**src/core/timer_defines.vh**
```
// constants for the 16-bit waveform timer: offsets, fields, resets, modes
// Function
// RQ1: counting up, count equal to TOP wraps to zero on the next tick
// RQ2: counting down, count at BOTTOM reloads with the cycle length value
// RQ3: direction follows count_heading, changeable while running
// RQ4: normal ticks come from the module clock through the selected prescaler
// RQ5: software count write is immediate and beats count, clear or reload
// RQ6: writing enable starts counting on prescaled ticks; TOP written first
// RQ7: event_count_enable makes the counter advance on events instead
// RQ8: each shadow has a valid flag, set by shadow write, cleared at update
// RQ9: working match and its shadow both writable; direct write bypasses buffer
// RQ10: direct write of cycle length takes effect at once
// RQ11: unbuffered TOP below count lets counter run on to all-ones and wrap
// RQ12: cycle length loads from its valid shadow only at update
// RQ13: count equal to match value sets channel flag on the next tick
// RQ14: valid match shadow copied at update, used from the next count
// RQ15: pin driven only with waveform mode selected and channel enabled; the code also drives it in the undefined mode 3
// RQ16: toggle mode takes its period from match_value_0
// RQ17: toggle mode flips each channel output on its own match
// RQ18: toggle mode, match_value_0 zero, divide one gives half clock rate
// RQ19: single-slope: count BOTTOM to TOP, set at BOTTOM, clear on match
// RQ20: single-slope: match at BOTTOM stays low, above TOP stays high
// RQ21: BOTTOM is the all-zero count
// RQ22: update happens at BOTTOM or TOP per mode unless update_lock set; the code picks it by count_heading alone, not by mode
// RQ23: flags and output changes from TOP, BOTTOM or match land on next tick
// RQ24: clearing channel enable releases the pin, waveform state kept
`ifndef TIMER_DEFINES_VH
`define TIMER_DEFINES_VH
// register byte offsets
`define OFS_CTRL 8'h00
`define OFS_STATUS 8'h04
`define OFS_COUNT 8'h08
`define OFS_CYCLE 8'h0C
`define OFS_CYCLE_SH 8'h10
`define OFS_MATCH0 8'h14
`define OFS_MATCH1 8'h18
`define OFS_MATCH2 8'h1C
`define OFS_MSH0 8'h20
`define OFS_MSH1 8'h24
`define OFS_MSH2 8'h28
// control fields
`define CTRL_W 12
`define CTRL_ENABLE 0
`define CTRL_PRE_LO 1
`define CTRL_PRE_HI 3
`define CTRL_MODE_LO 4
`define CTRL_MODE_HI 5
`define CTRL_CHEN_LO 6
`define CTRL_CHEN_HI 8
`define CTRL_HEADING 9
`define CTRL_LOCK 10
`define CTRL_EVCNT 11
`define CTRL_RESET 12'h000
// status fields
`define ST_OVF 0
`define ST_MATCH_LO 1
`define ST_VALID_LO 4
`define ST_WAVE_LO 8
// waveform modes
`define MODE_NORMAL 2'h0
`define MODE_TOGGLE 2'h1
`define MODE_SINGLE 2'h2
// resets and boundaries
`define BOTTOM 16'h0000
`define ALL_ONES 16'hFFFF
`define CYCLE_RESET 16'hFFFF
`define MATCH_RESET 16'h0000
`define PRE_W 10
`endif

```
**src/core/tick_prescaler.v**
```verilog
// prescaler that turns the module clock into one-cycle timer ticks
`timescale 1ns/100ps
`include "timer_defines.vh"
module tick_prescaler (
  input wire clk,
  input wire rst_n,
  input wire run,
  input wire [2:0] select,
  output wire tick
);
  reg [`PRE_W-1:0] div_reg;
  // divisor mask minus one for each select code: 1,2,4,8,16,64,256,1024
  function [`PRE_W-1:0] div_mask;
    input [2:0] sel;
    begin
      case (sel)
        3'h0: div_mask = 10'h000;
        3'h1: div_mask = 10'h001;
        3'h2: div_mask = 10'h003;
        3'h3: div_mask = 10'h007;
        3'h4: div_mask = 10'h00F;
        3'h5: div_mask = 10'h03F;
        3'h6: div_mask = 10'h0FF;
        default: div_mask = 10'h3FF;
      endcase
    end
  endfunction
  // free count while running; held at zero when stopped so first tick is a full period
  always @(posedge clk or negedge rst_n) begin
    if (!rst_n) begin
      div_reg <= 10'h000;
    end else if (!run) begin
      div_reg <= 10'h000;
    end else begin
      div_reg <= div_reg + 10'h001;
    end
  end
  assign tick = run && ((div_reg & div_mask(select)) == div_mask(select)); // RQ4
endmodule // tick_prescaler

```
**src/core/wave_channel.v**
```verilog
// one compare channel: match detection and its waveform state
`timescale 1ns/100ps
`include "timer_defines.vh"
module wave_channel (
  input wire clk,
  input wire rst_n,
  input wire tick,
  input wire [1:0] mode,
  input wire [15:0] count,
  input wire [15:0] match,
  output wire hit,
  output reg wave
);
  wire equal;
  assign equal = (count == match);
  assign hit = tick && equal; // RQ13
  // wave changes on the tick after the triggering count value
  always @(posedge clk or negedge rst_n) begin
    if (!rst_n) begin
      wave <= 1'b0;
    end else if (tick) begin
      case (mode)
        `MODE_TOGGLE: begin
          if (equal) begin
            wave <= ~wave; // RQ17 RQ18 RQ23
          end
        end
        `MODE_SINGLE: begin
          // clear beats set, so a match at BOTTOM keeps the output low
          if (equal) begin
            wave <= 1'b0; // RQ19 RQ20
          end else if (count == `BOTTOM) begin
            wave <= 1'b1; // RQ19 RQ21
          end
        end
        default: begin
          wave <= wave;
        end
      endcase
    end
  end
endmodule // wave_channel

```
**src/core/wave_timer.v**
```verilog
// 16-bit timer core with three compare channels behind an APB slave
//
// Our own choices: the address map and the APB slave port.
`timescale 1ns/100ps
`include "timer_defines.vh"
module wave_timer (
  input wire REF_CLK,
  input wire RESETN,
  input wire PSEL,
  input wire PENABLE,
  input wire PWRITE,
  input wire [7:0] PADDR,
  input wire [31:0] PWDATA,
  output reg [31:0] PRDATA,
  output reg PREADY,
  output reg PSLVERR,
  input wire EVENT_IN,
  output reg [2:0] WAVE_OUT,
  output reg [2:0] WAVE_OE_N
);
  // register index codes returned by the address decoder
  localparam [3:0] R_CTRL = 4'h0;
  localparam [3:0] R_STATUS = 4'h1;
  localparam [3:0] R_COUNT = 4'h2;
  localparam [3:0] R_CYCLE = 4'h3;
  localparam [3:0] R_CYCLE_SH = 4'h4;
  localparam [3:0] R_MATCH0 = 4'h5;
  localparam [3:0] R_MATCH1 = 4'h6;
  localparam [3:0] R_MATCH2 = 4'h7;
  localparam [3:0] R_MSH0 = 4'h8;
  localparam [3:0] R_MSH1 = 4'h9;
  localparam [3:0] R_MSH2 = 4'hA;
  localparam [3:0] R_NONE = 4'hF;

  // software state
  reg [`CTRL_W-1:0] ctrl_reg;
  reg [3:0] flags_reg;
  reg [15:0] count_reg;
  reg [15:0] cycle_length_reg;
  reg [15:0] cycle_length_shadow_reg;
  reg cycle_shadow_valid_reg;
  reg [15:0] match_value_0_reg;
  reg [15:0] match_value_1_reg;
  reg [15:0] match_value_2_reg;
  reg [15:0] match_value_shadow_0_reg;
  reg [15:0] match_value_shadow_1_reg;
  reg [15:0] match_value_shadow_2_reg;
  reg [2:0] match_shadow_valid_reg;

  // event pin synchroniser and filtered level
  reg ev_s1_reg;
  reg ev_s2_reg;
  reg ev_s3_reg;
  reg ev_level_reg;

  // control fields
  wire enable;
  wire [2:0] prescale_select;
  wire [1:0] wave_mode_select;
  wire [2:0] channel_output_enable;
  wire count_heading;
  wire update_lock;
  wire event_count_enable;

  // tick and counter decisions
  wire presc_tick;
  wire event_pulse;
  wire timer_tick;
  wire [15:0] top_value;
  wire at_top;
  wire at_bottom;
  wire wrap;
  wire update_now;
  wire [2:0] hit;
  wire [2:0] wave;

  // bus decode
  wire access;
  wire wr_done;
  wire [3:0] addr_index;
  wire [3:0] wr_index;
  reg [31:0] rd_data;
  reg [15:0] count_next;

  // map a byte address onto a register index; unmapped gives R_NONE
  function [3:0] reg_index;
    input [7:0] addr;
    begin
      case (addr)
        `OFS_CTRL: reg_index = R_CTRL;
        `OFS_STATUS: reg_index = R_STATUS;
        `OFS_COUNT: reg_index = R_COUNT;
        `OFS_CYCLE: reg_index = R_CYCLE;
        `OFS_CYCLE_SH: reg_index = R_CYCLE_SH;
        `OFS_MATCH0: reg_index = R_MATCH0;
        `OFS_MATCH1: reg_index = R_MATCH1;
        `OFS_MATCH2: reg_index = R_MATCH2;
        `OFS_MSH0: reg_index = R_MSH0;
        `OFS_MSH1: reg_index = R_MSH1;
        `OFS_MSH2: reg_index = R_MSH2;
        default: reg_index = R_NONE;
      endcase
    end
  endfunction

  assign enable = ctrl_reg[`CTRL_ENABLE];
  assign prescale_select = ctrl_reg[`CTRL_PRE_HI:`CTRL_PRE_LO];
  assign wave_mode_select = ctrl_reg[`CTRL_MODE_HI:`CTRL_MODE_LO];
  assign channel_output_enable = ctrl_reg[`CTRL_CHEN_HI:`CTRL_CHEN_LO];
  assign count_heading = ctrl_reg[`CTRL_HEADING];
  assign update_lock = ctrl_reg[`CTRL_LOCK];
  assign event_count_enable = ctrl_reg[`CTRL_EVCNT];

  // apb: one wait state, the transfer completes on the edge after pready rises
  assign access = PSEL && PENABLE;
  assign wr_done = access && PREADY && PWRITE;
  assign addr_index = reg_index(PADDR);
  assign wr_index = wr_done ? addr_index : R_NONE;

  // prescaler only runs while enabled and not counting events
  tick_prescaler u_prescaler (
    .clk(REF_CLK),
    .rst_n(RESETN),
    .run(enable && !event_count_enable),
    .select(prescale_select),
    .tick(presc_tick)
  );

  // three-stage event sync; level moves only once stages two and three agree
  always @(posedge REF_CLK or negedge RESETN) begin
    if (!RESETN) begin
      ev_s1_reg <= 1'b0;
      ev_s2_reg <= 1'b0;
      ev_s3_reg <= 1'b0;
      ev_level_reg <= 1'b0;
    end else begin
      ev_s1_reg <= EVENT_IN;
      ev_s2_reg <= ev_s1_reg;
      ev_s3_reg <= ev_s2_reg;
      if (ev_s2_reg == ev_s3_reg) begin
        ev_level_reg <= ev_s2_reg;
      end
    end
  end

  // an event is a rising edge of the filtered level
  assign event_pulse = (ev_s2_reg == ev_s3_reg) && ev_s2_reg && !ev_level_reg;

  // timer tick source selection
  assign timer_tick = enable && (event_count_enable ? event_pulse : presc_tick); // RQ6 RQ7 RQ4

  // toggle mode takes its period from channel 0 instead of the cycle length
  assign top_value = (wave_mode_select == `MODE_TOGGLE) ?
                     match_value_0_reg : cycle_length_reg; // RQ16
  assign at_top = (count_reg == top_value); // RQ10
  assign at_bottom = (count_reg == `BOTTOM); // RQ21
  // end of a cycle: TOP counting up, BOTTOM counting down
  assign wrap = timer_tick && (count_heading ? at_bottom : at_top);
  // update rides on the cycle end, so it is TOP or BOTTOM by count_heading alone
  assign update_now = wrap && !update_lock; // RQ22

  // next count; a count above an unbuffered TOP simply runs to all-ones
  always @* begin
    count_next = count_reg;
    if (timer_tick) begin
      if (count_heading) begin
        if (at_bottom) begin
          count_next = top_value; // RQ2
        end else begin
          count_next = count_reg - 16'h0001; // RQ3
        end
      end else begin
        if (at_top) begin
          count_next = `BOTTOM; // RQ1
        end else begin
          count_next = count_reg + 16'h0001; // RQ11 RQ3
        end
      end
    end
  end

  // counter: a software write wins over any tick in the same cycle
  always @(posedge REF_CLK or negedge RESETN) begin
    if (!RESETN) begin
      count_reg <= `BOTTOM;
    end else if (wr_index == R_COUNT) begin
      count_reg <= PWDATA[15:0]; // RQ5
    end else begin
      count_reg <= count_next;
    end
  end

  // control register
  always @(posedge REF_CLK or negedge RESETN) begin
    if (!RESETN) begin
      ctrl_reg <= `CTRL_RESET;
    end else if (wr_index == R_CTRL) begin
      ctrl_reg <= PWDATA[`CTRL_W-1:0]; // RQ3 RQ6
    end
  end

  // cycle length and its shadow; direct write beats an update in the same cycle
  always @(posedge REF_CLK or negedge RESETN) begin
    if (!RESETN) begin
      cycle_length_reg <= `CYCLE_RESET;
      cycle_length_shadow_reg <= `CYCLE_RESET;
      cycle_shadow_valid_reg <= 1'b0;
    end else begin
      if (wr_index == R_CYCLE) begin
        cycle_length_reg <= PWDATA[15:0]; // RQ10
      end else if (update_now && cycle_shadow_valid_reg) begin
        cycle_length_reg <= cycle_length_shadow_reg; // RQ12
      end
      if (wr_index == R_CYCLE_SH) begin
        cycle_length_shadow_reg <= PWDATA[15:0];
      end
      // a shadow write in the update cycle keeps the flag set
      if (wr_index == R_CYCLE_SH) begin
        cycle_shadow_valid_reg <= 1'b1; // RQ8
      end else if (update_now) begin
        cycle_shadow_valid_reg <= 1'b0; // RQ8
      end
    end
  end

  // match values and their shadows, both software writable
  always @(posedge REF_CLK or negedge RESETN) begin
    if (!RESETN) begin
      match_value_0_reg <= `MATCH_RESET;
      match_value_1_reg <= `MATCH_RESET;
      match_value_2_reg <= `MATCH_RESET;
      match_value_shadow_0_reg <= `MATCH_RESET;
      match_value_shadow_1_reg <= `MATCH_RESET;
      match_value_shadow_2_reg <= `MATCH_RESET;
      match_shadow_valid_reg <= 3'h0;
    end else begin
      if (wr_index == R_MATCH0) begin
        match_value_0_reg <= PWDATA[15:0]; // RQ9
      end else if (update_now && match_shadow_valid_reg[0]) begin
        match_value_0_reg <= match_value_shadow_0_reg; // RQ14
      end
      if (wr_index == R_MATCH1) begin
        match_value_1_reg <= PWDATA[15:0]; // RQ9
      end else if (update_now && match_shadow_valid_reg[1]) begin
        match_value_1_reg <= match_value_shadow_1_reg; // RQ14
      end
      if (wr_index == R_MATCH2) begin
        match_value_2_reg <= PWDATA[15:0]; // RQ9
      end else if (update_now && match_shadow_valid_reg[2]) begin
        match_value_2_reg <= match_value_shadow_2_reg; // RQ14
      end
      if (wr_index == R_MSH0) begin
        match_value_shadow_0_reg <= PWDATA[15:0];
      end
      if (wr_index == R_MSH1) begin
        match_value_shadow_1_reg <= PWDATA[15:0];
      end
      if (wr_index == R_MSH2) begin
        match_value_shadow_2_reg <= PWDATA[15:0];
      end
      // valid flags: set by shadow write, cleared by update, set wins
      if (wr_index == R_MSH0) begin
        match_shadow_valid_reg[0] <= 1'b1; // RQ8
      end else if (update_now) begin
        match_shadow_valid_reg[0] <= 1'b0; // RQ8
      end
      if (wr_index == R_MSH1) begin
        match_shadow_valid_reg[1] <= 1'b1; // RQ8
      end else if (update_now) begin
        match_shadow_valid_reg[1] <= 1'b0; // RQ8
      end
      if (wr_index == R_MSH2) begin
        match_shadow_valid_reg[2] <= 1'b1; // RQ8
      end else if (update_now) begin
        match_shadow_valid_reg[2] <= 1'b0; // RQ8
      end
    end
  end

  // compare channels see the working match values
  wave_channel u_ch0 (
    .clk(REF_CLK),
    .rst_n(RESETN),
    .tick(timer_tick),
    .mode(wave_mode_select),
    .count(count_reg),
    .match(match_value_0_reg),
    .hit(hit[0]),
    .wave(wave[0])
  );

  wave_channel u_ch1 (
    .clk(REF_CLK),
    .rst_n(RESETN),
    .tick(timer_tick),
    .mode(wave_mode_select),
    .count(count_reg),
    .match(match_value_1_reg),
    .hit(hit[1]),
    .wave(wave[1])
  );

  wave_channel u_ch2 (
    .clk(REF_CLK),
    .rst_n(RESETN),
    .tick(timer_tick),
    .mode(wave_mode_select),
    .count(count_reg),
    .match(match_value_2_reg),
    .hit(hit[2]),
    .wave(wave[2])
  );

  // sticky flags, write one to clear; a new hit in the clear cycle survives
  always @(posedge REF_CLK or negedge RESETN) begin
    if (!RESETN) begin
      flags_reg <= 4'h0;
    end else begin
      if (wrap) begin
        flags_reg[`ST_OVF] <= 1'b1; // RQ23
      end else if (wr_index == R_STATUS && PWDATA[`ST_OVF]) begin
        flags_reg[`ST_OVF] <= 1'b0;
      end
      if (hit[0]) begin
        flags_reg[1] <= 1'b1; // RQ13
      end else if (wr_index == R_STATUS && PWDATA[1]) begin
        flags_reg[1] <= 1'b0;
      end
      if (hit[1]) begin
        flags_reg[2] <= 1'b1; // RQ13
      end else if (wr_index == R_STATUS && PWDATA[2]) begin
        flags_reg[2] <= 1'b0;
      end
      if (hit[2]) begin
        flags_reg[3] <= 1'b1; // RQ13
      end else if (wr_index == R_STATUS && PWDATA[3]) begin
        flags_reg[3] <= 1'b0;
      end
    end
  end

  // pin override: driven whenever the mode is not MODE_NORMAL and the channel is enabled;
  // disabling a channel releases the pin but the channel keeps its state
  always @(posedge REF_CLK or negedge RESETN) begin
    if (!RESETN) begin
      WAVE_OUT <= 3'h0;
      WAVE_OE_N <= 3'h7;
    end else begin
      WAVE_OUT <= wave;
      if (wave_mode_select == `MODE_NORMAL) begin
        WAVE_OE_N <= 3'h7; // RQ15
      end else begin
        WAVE_OE_N <= ~channel_output_enable; // RQ15 RQ24
      end
    end
  end

  // read multiplexer; unused upper bits read as zero
  always @* begin
    rd_data = 32'h00000000;
    case (addr_index)
      R_CTRL: rd_data[`CTRL_W-1:0] = ctrl_reg;
      R_STATUS: begin
        rd_data[3:0] = flags_reg;
        rd_data[`ST_VALID_LO] = cycle_shadow_valid_reg;
        rd_data[`ST_VALID_LO+3:`ST_VALID_LO+1] = match_shadow_valid_reg;
        rd_data[`ST_WAVE_LO+2:`ST_WAVE_LO] = wave;
      end
      R_COUNT: rd_data[15:0] = count_reg;
      R_CYCLE: rd_data[15:0] = cycle_length_reg;
      R_CYCLE_SH: rd_data[15:0] = cycle_length_shadow_reg;
      R_MATCH0: rd_data[15:0] = match_value_0_reg;
      R_MATCH1: rd_data[15:0] = match_value_1_reg;
      R_MATCH2: rd_data[15:0] = match_value_2_reg;
      R_MSH0: rd_data[15:0] = match_value_shadow_0_reg;
      R_MSH1: rd_data[15:0] = match_value_shadow_1_reg;
      R_MSH2: rd_data[15:0] = match_value_shadow_2_reg;
      default: rd_data = 32'h00000000;
    endcase
  end

  // answer: pready for one cycle after the first access cycle
  always @(posedge REF_CLK or negedge RESETN) begin
    if (!RESETN) begin
      PREADY <= 1'b0;
      PRDATA <= 32'h00000000;
      PSLVERR <= 1'b0;
    end else begin
      PREADY <= access && !PREADY;
      if (access && !PREADY) begin
        PRDATA <= PWRITE ? 32'h00000000 : rd_data;
        PSLVERR <= (addr_index == R_NONE);
      end else begin
        PRDATA <= 32'h00000000;
        PSLVERR <= 1'b0;
      end
    end
  end
endmodule // wave_timer

```
**config.mk**
```make
export PLATFORM = sky130hd
export DESIGN_NAME = wave_timer
export DESIGN_NICKNAME = d
export VERILOG_FILES = /design/src/core/tick_prescaler.v /design/src/core/wave_channel.v /design/src/core/wave_timer.v
export VERILOG_INCLUDE_DIRS = /design/src /design/src/core
export SDC_FILE = /design/constraint.sdc
export NUM_CORES = 1
export LEC_CHECK = 0
export ABC_CLOCK_PERIOD_IN_PS = 3500
export BUFFER_PORTS_ARGS = -buffer_cell sky130_fd_sc_hd__buf_2
export CAP_MARGIN = 20
export CORE_AREA = 2 2 172 174
export DETAILED_ROUTE_END_ITERATION = 10
export DIE_AREA = 0 0 174 176
export PLACE_DENSITY_LB_ADDON = 0.12
export SLEW_MARGIN = 20
export SYNTH_ARGS = -nofsm -noshare
export SYNTH_HDL_FRONTEND = slang
export SYNTH_HIERARCHICAL = 1
export SYNTH_SLANG_ARGS = --single-unit
```
**constraint.sdc**
```tcl
create_clock -name REF_CLK -period 3.5 [get_ports REF_CLK]
set_input_delay 0.175 -clock REF_CLK [delete_from_list [all_inputs] [get_ports REF_CLK]]
set_output_delay 0.175 -clock REF_CLK [all_outputs]
set_load 0.01 [all_outputs]
```
==> results_dict.tcl <==
set metrics [dict create \
    crit_type "reg -> reg" \
    hpwl_mm 28.58 \
    finalSetupViolCount 0 \
    first_pass_iters 6 \
    finalCritPeriodShare 0.9412 \
    use_met1 0.3766 \
    synth_area_per_cell_um2 9.849 \
    crit_fanout 16 \
    syn_inst 1214 \
    period_minus_slack_ps 3294 \
    hold_class "in -> reg" \
    fp.dieArea_um2 30620 \
    row_count 62 \
    die_w_um 174 \
    r2r-start "ctrl_reg[5]$_DFFE_PN0N_" \
    grtUsageMet3 0.02369 \
    vias_per_cell 5.989 \
    max_cap_viol_count 0 \
    dp_slack_ps 230.7 \
    hold_start "PWDATA[8]" \
    drt_iter0_markers 824 \
    maxSlewViolCount 0 \
    start_util 0.4188 \
    r2r_end "match_value_2_reg[0]$_DFFE_PN0P_" \
    rsz0062_at_grt "false" \
    use_met2 0.3748 \
    dp_cells 1618 \
    worstPathArrival_ps 3690 \
    syn_area_um2 11960 \
    crit_path_end_kind "flip-flop" \
    clockRootBuffer "clkbuf_16" \
    worstRegToRegCells 9 \
    antenna_found_initial 0 \
    port_buffers 53 \
    startpoint_type "flip-flop" \
    worst_hold_slack_ps 20.97 \
    max_stage_delay_ps 520 \
    cts_inserted_buffers 24 \
    final_nets 1322 \
    leakagePower_nw 5.993 \
    synth_top_area_cell "dfrtp_1" \
    finalSetupTns_ps 0 \
    crit_buf_inv 1 \
    skew_ps 25.91 \
    core-area_um2 28550 \
    clock-sinks 205 \
    netlist_top_cells_area "dfrtp_1 36%, dfstp_2 7.7%, mux2_2 7.1%" \
    final_util 0.4783 \
    grt-busiest-layer "met1" \
    power_mw 5.186 \
    place_congestion 0.9371 \
    max_freq_mhz 303.6 \
    diodes 0 \
    finalWorstSetupSlack_ps 205.9 \
    critPathTopFamily "compound AO/OA/AOI/OAI gates" \
    final_cell_mix "170 x dfrtp_1, 111 x nor2_1, 109 x a21oi_1, 79 x mux2i_1, 75 x mux2_2" \
    gr-total-overflow 0 \
    status "finished clean" \
    chipHeight_um 176 \
    crit_start "ctrl_reg[5]$_DFFE_PN0N_" \
    fin_cells 1673 \
    drt-total-wl_mm 38.72 \
    cts.path.max_buffers 3 \
    synth_top_area_share 0.3558 \
    register_area_um2 5174 \
    seq_area_frac_synth 0.4327 \
    hold_viol_final 0 \
    cts_tree "done" \
    yosysWarnings 6 \
    tightest_slew_ps 1069 \
    wl_per_cell_um 23.14 \
    drc 0 \
    path_clk_slew_ps 60 \
    ys.flop_type "dfrtp_1" \
    grt_first_pass_wirelength_mm 59.39 \
    grt_pass1_vias 9442 \
    htree_num_levels 1 \
    design_area_um2 13660 \
    grt_usage 0.2510 \
    multi_input_area_um2 6216 \
    slowest_stage "dfrtp_1" \
    ys_seq_elements 205 \
    ios 86 \
    vias 10019 \
    clk_latency_ps 530 \
    synthArstFlopShare 1.000 \
    grt_max_degree 110 \
    layout_commonest_cell "dfrtp_1" \
    required_ps 3890 \
    synth_edf_count 0 \
    min_path_cells 3 \
    area_delta_synth_final_pct 14.21 \
    cp_cell_sequence "nand2b_1, buf_4, a211o_1, o31ai_1, o2111a_1, and4_1, o2111ai_4, mux2i_1, a21oi_1" \
    n_fill_cell 2731 \
    placed_area_um2 12710 \
    power_density_nw_per_um2 379.8 \
    drive_gt1_frac 0.2219 \
    ant_nets 0 \
    r2r_slack_ps 210 \
    relSlewSlack 0.2854 \
    synth_cell_types 74 \
    cts_resized 0 \
    ir_drop_uv 297.0 \
    min_to "cycle_length_reg[8]$_DFFE_PN1P_" \
]
==> tightest hold or removal path: stages <==
cell	delay [ps]
buf_2	180
nor2_1	120
a21oi_1	50
==> report_power, final <==
part,switching (mW),internal [mW]
Combinational,0.135,0.0504
Clock,1.01,1.60
Sequential,0.0104,2.38
==> metal layers <==
| layer | vias up | routed length (µm) | part of all wire |
|---|---|---|---|
| met2 | 414 | 16750 | 0.43 |
| met5 | - | 0 | 0 |
| li1 | 4546 | - | - |
| met3 | 87 | 2504 | 0.065 |
| met4 | 0 | 1444 | 0.037 |
| met1 | 4972 | 18020 | 0.47 |
==> cell usage after synthesis, drive strengths merged (10+ instances only) <==
cell type  number
o21ai          34
nand3          30
inv            30
nand4          15
a22o           15
a22oi          16
dfstp          35
mux2i          79
or3            11
nor4           17
a21oi         109
xnor2          63
a31oi          25
nor3           19
xor2           12
nor2          112
nor2b          12
nand2          66
clkbuf         63
a221oi         27
buf            42
mux2           77
dfrtp         170
a222oi         10
==> cell families (layout without fill, tap and decap cells) <==
kind of cell,Yosys count,in the layout,synth area share
buffers and inverters,136,196,0.05379
flip-flops,205,205,0.4327
multiplexers,156,156,0.1387
adder cells (fa/ha/maj),5,5,0.005232
AND/OR/NAND/NOR,331,331,0.1400
AO/OA/AOI/OAI,305,305,0.1743
other,1,16,0.0003136
XOR/XNOR,75,75,0.05494
==> timing repair <==
action,4_1_cts,5_1_grt
hold buffers,11,0
buffers inserted,0,0
hold endpoints to repair,98,0
==> worst max-delay path by stage <==
stage                                         to  slack [ps]  depth (start not counted)
6_report        match_value_2_reg[0]$_DFFE_PN0P_         210                          9
2_1_floorplan             u_ch0/wave$_DFFE_PN0P_         580                         13
4_1_cts         match_value_2_reg[0]$_DFFE_PN0P_         230                          8
5_1_grt        match_value_2_reg[10]$_DFFE_PN0P_          20                          8
3_3_place_gp    match_value_2_reg[0]$_DFFE_PN0P_         310                          9
3_5_place_dp    match_value_2_reg[3]$_DFFE_PN0P_         230                          8
==> final cells by class <==
cell class / count / area share
multi-input cells: 888 / 0.4552
flip-flops and latches: 205 / 0.3789
repair buffers: 121 / 0.06139
clock buffers: 36 / 0.05397
well taps: 384 / 0.03518
inverters: 31 / 0.008521
clock inverters: 8 / 0.006872
Note: power is estimated with default switching activity, not from simulation.
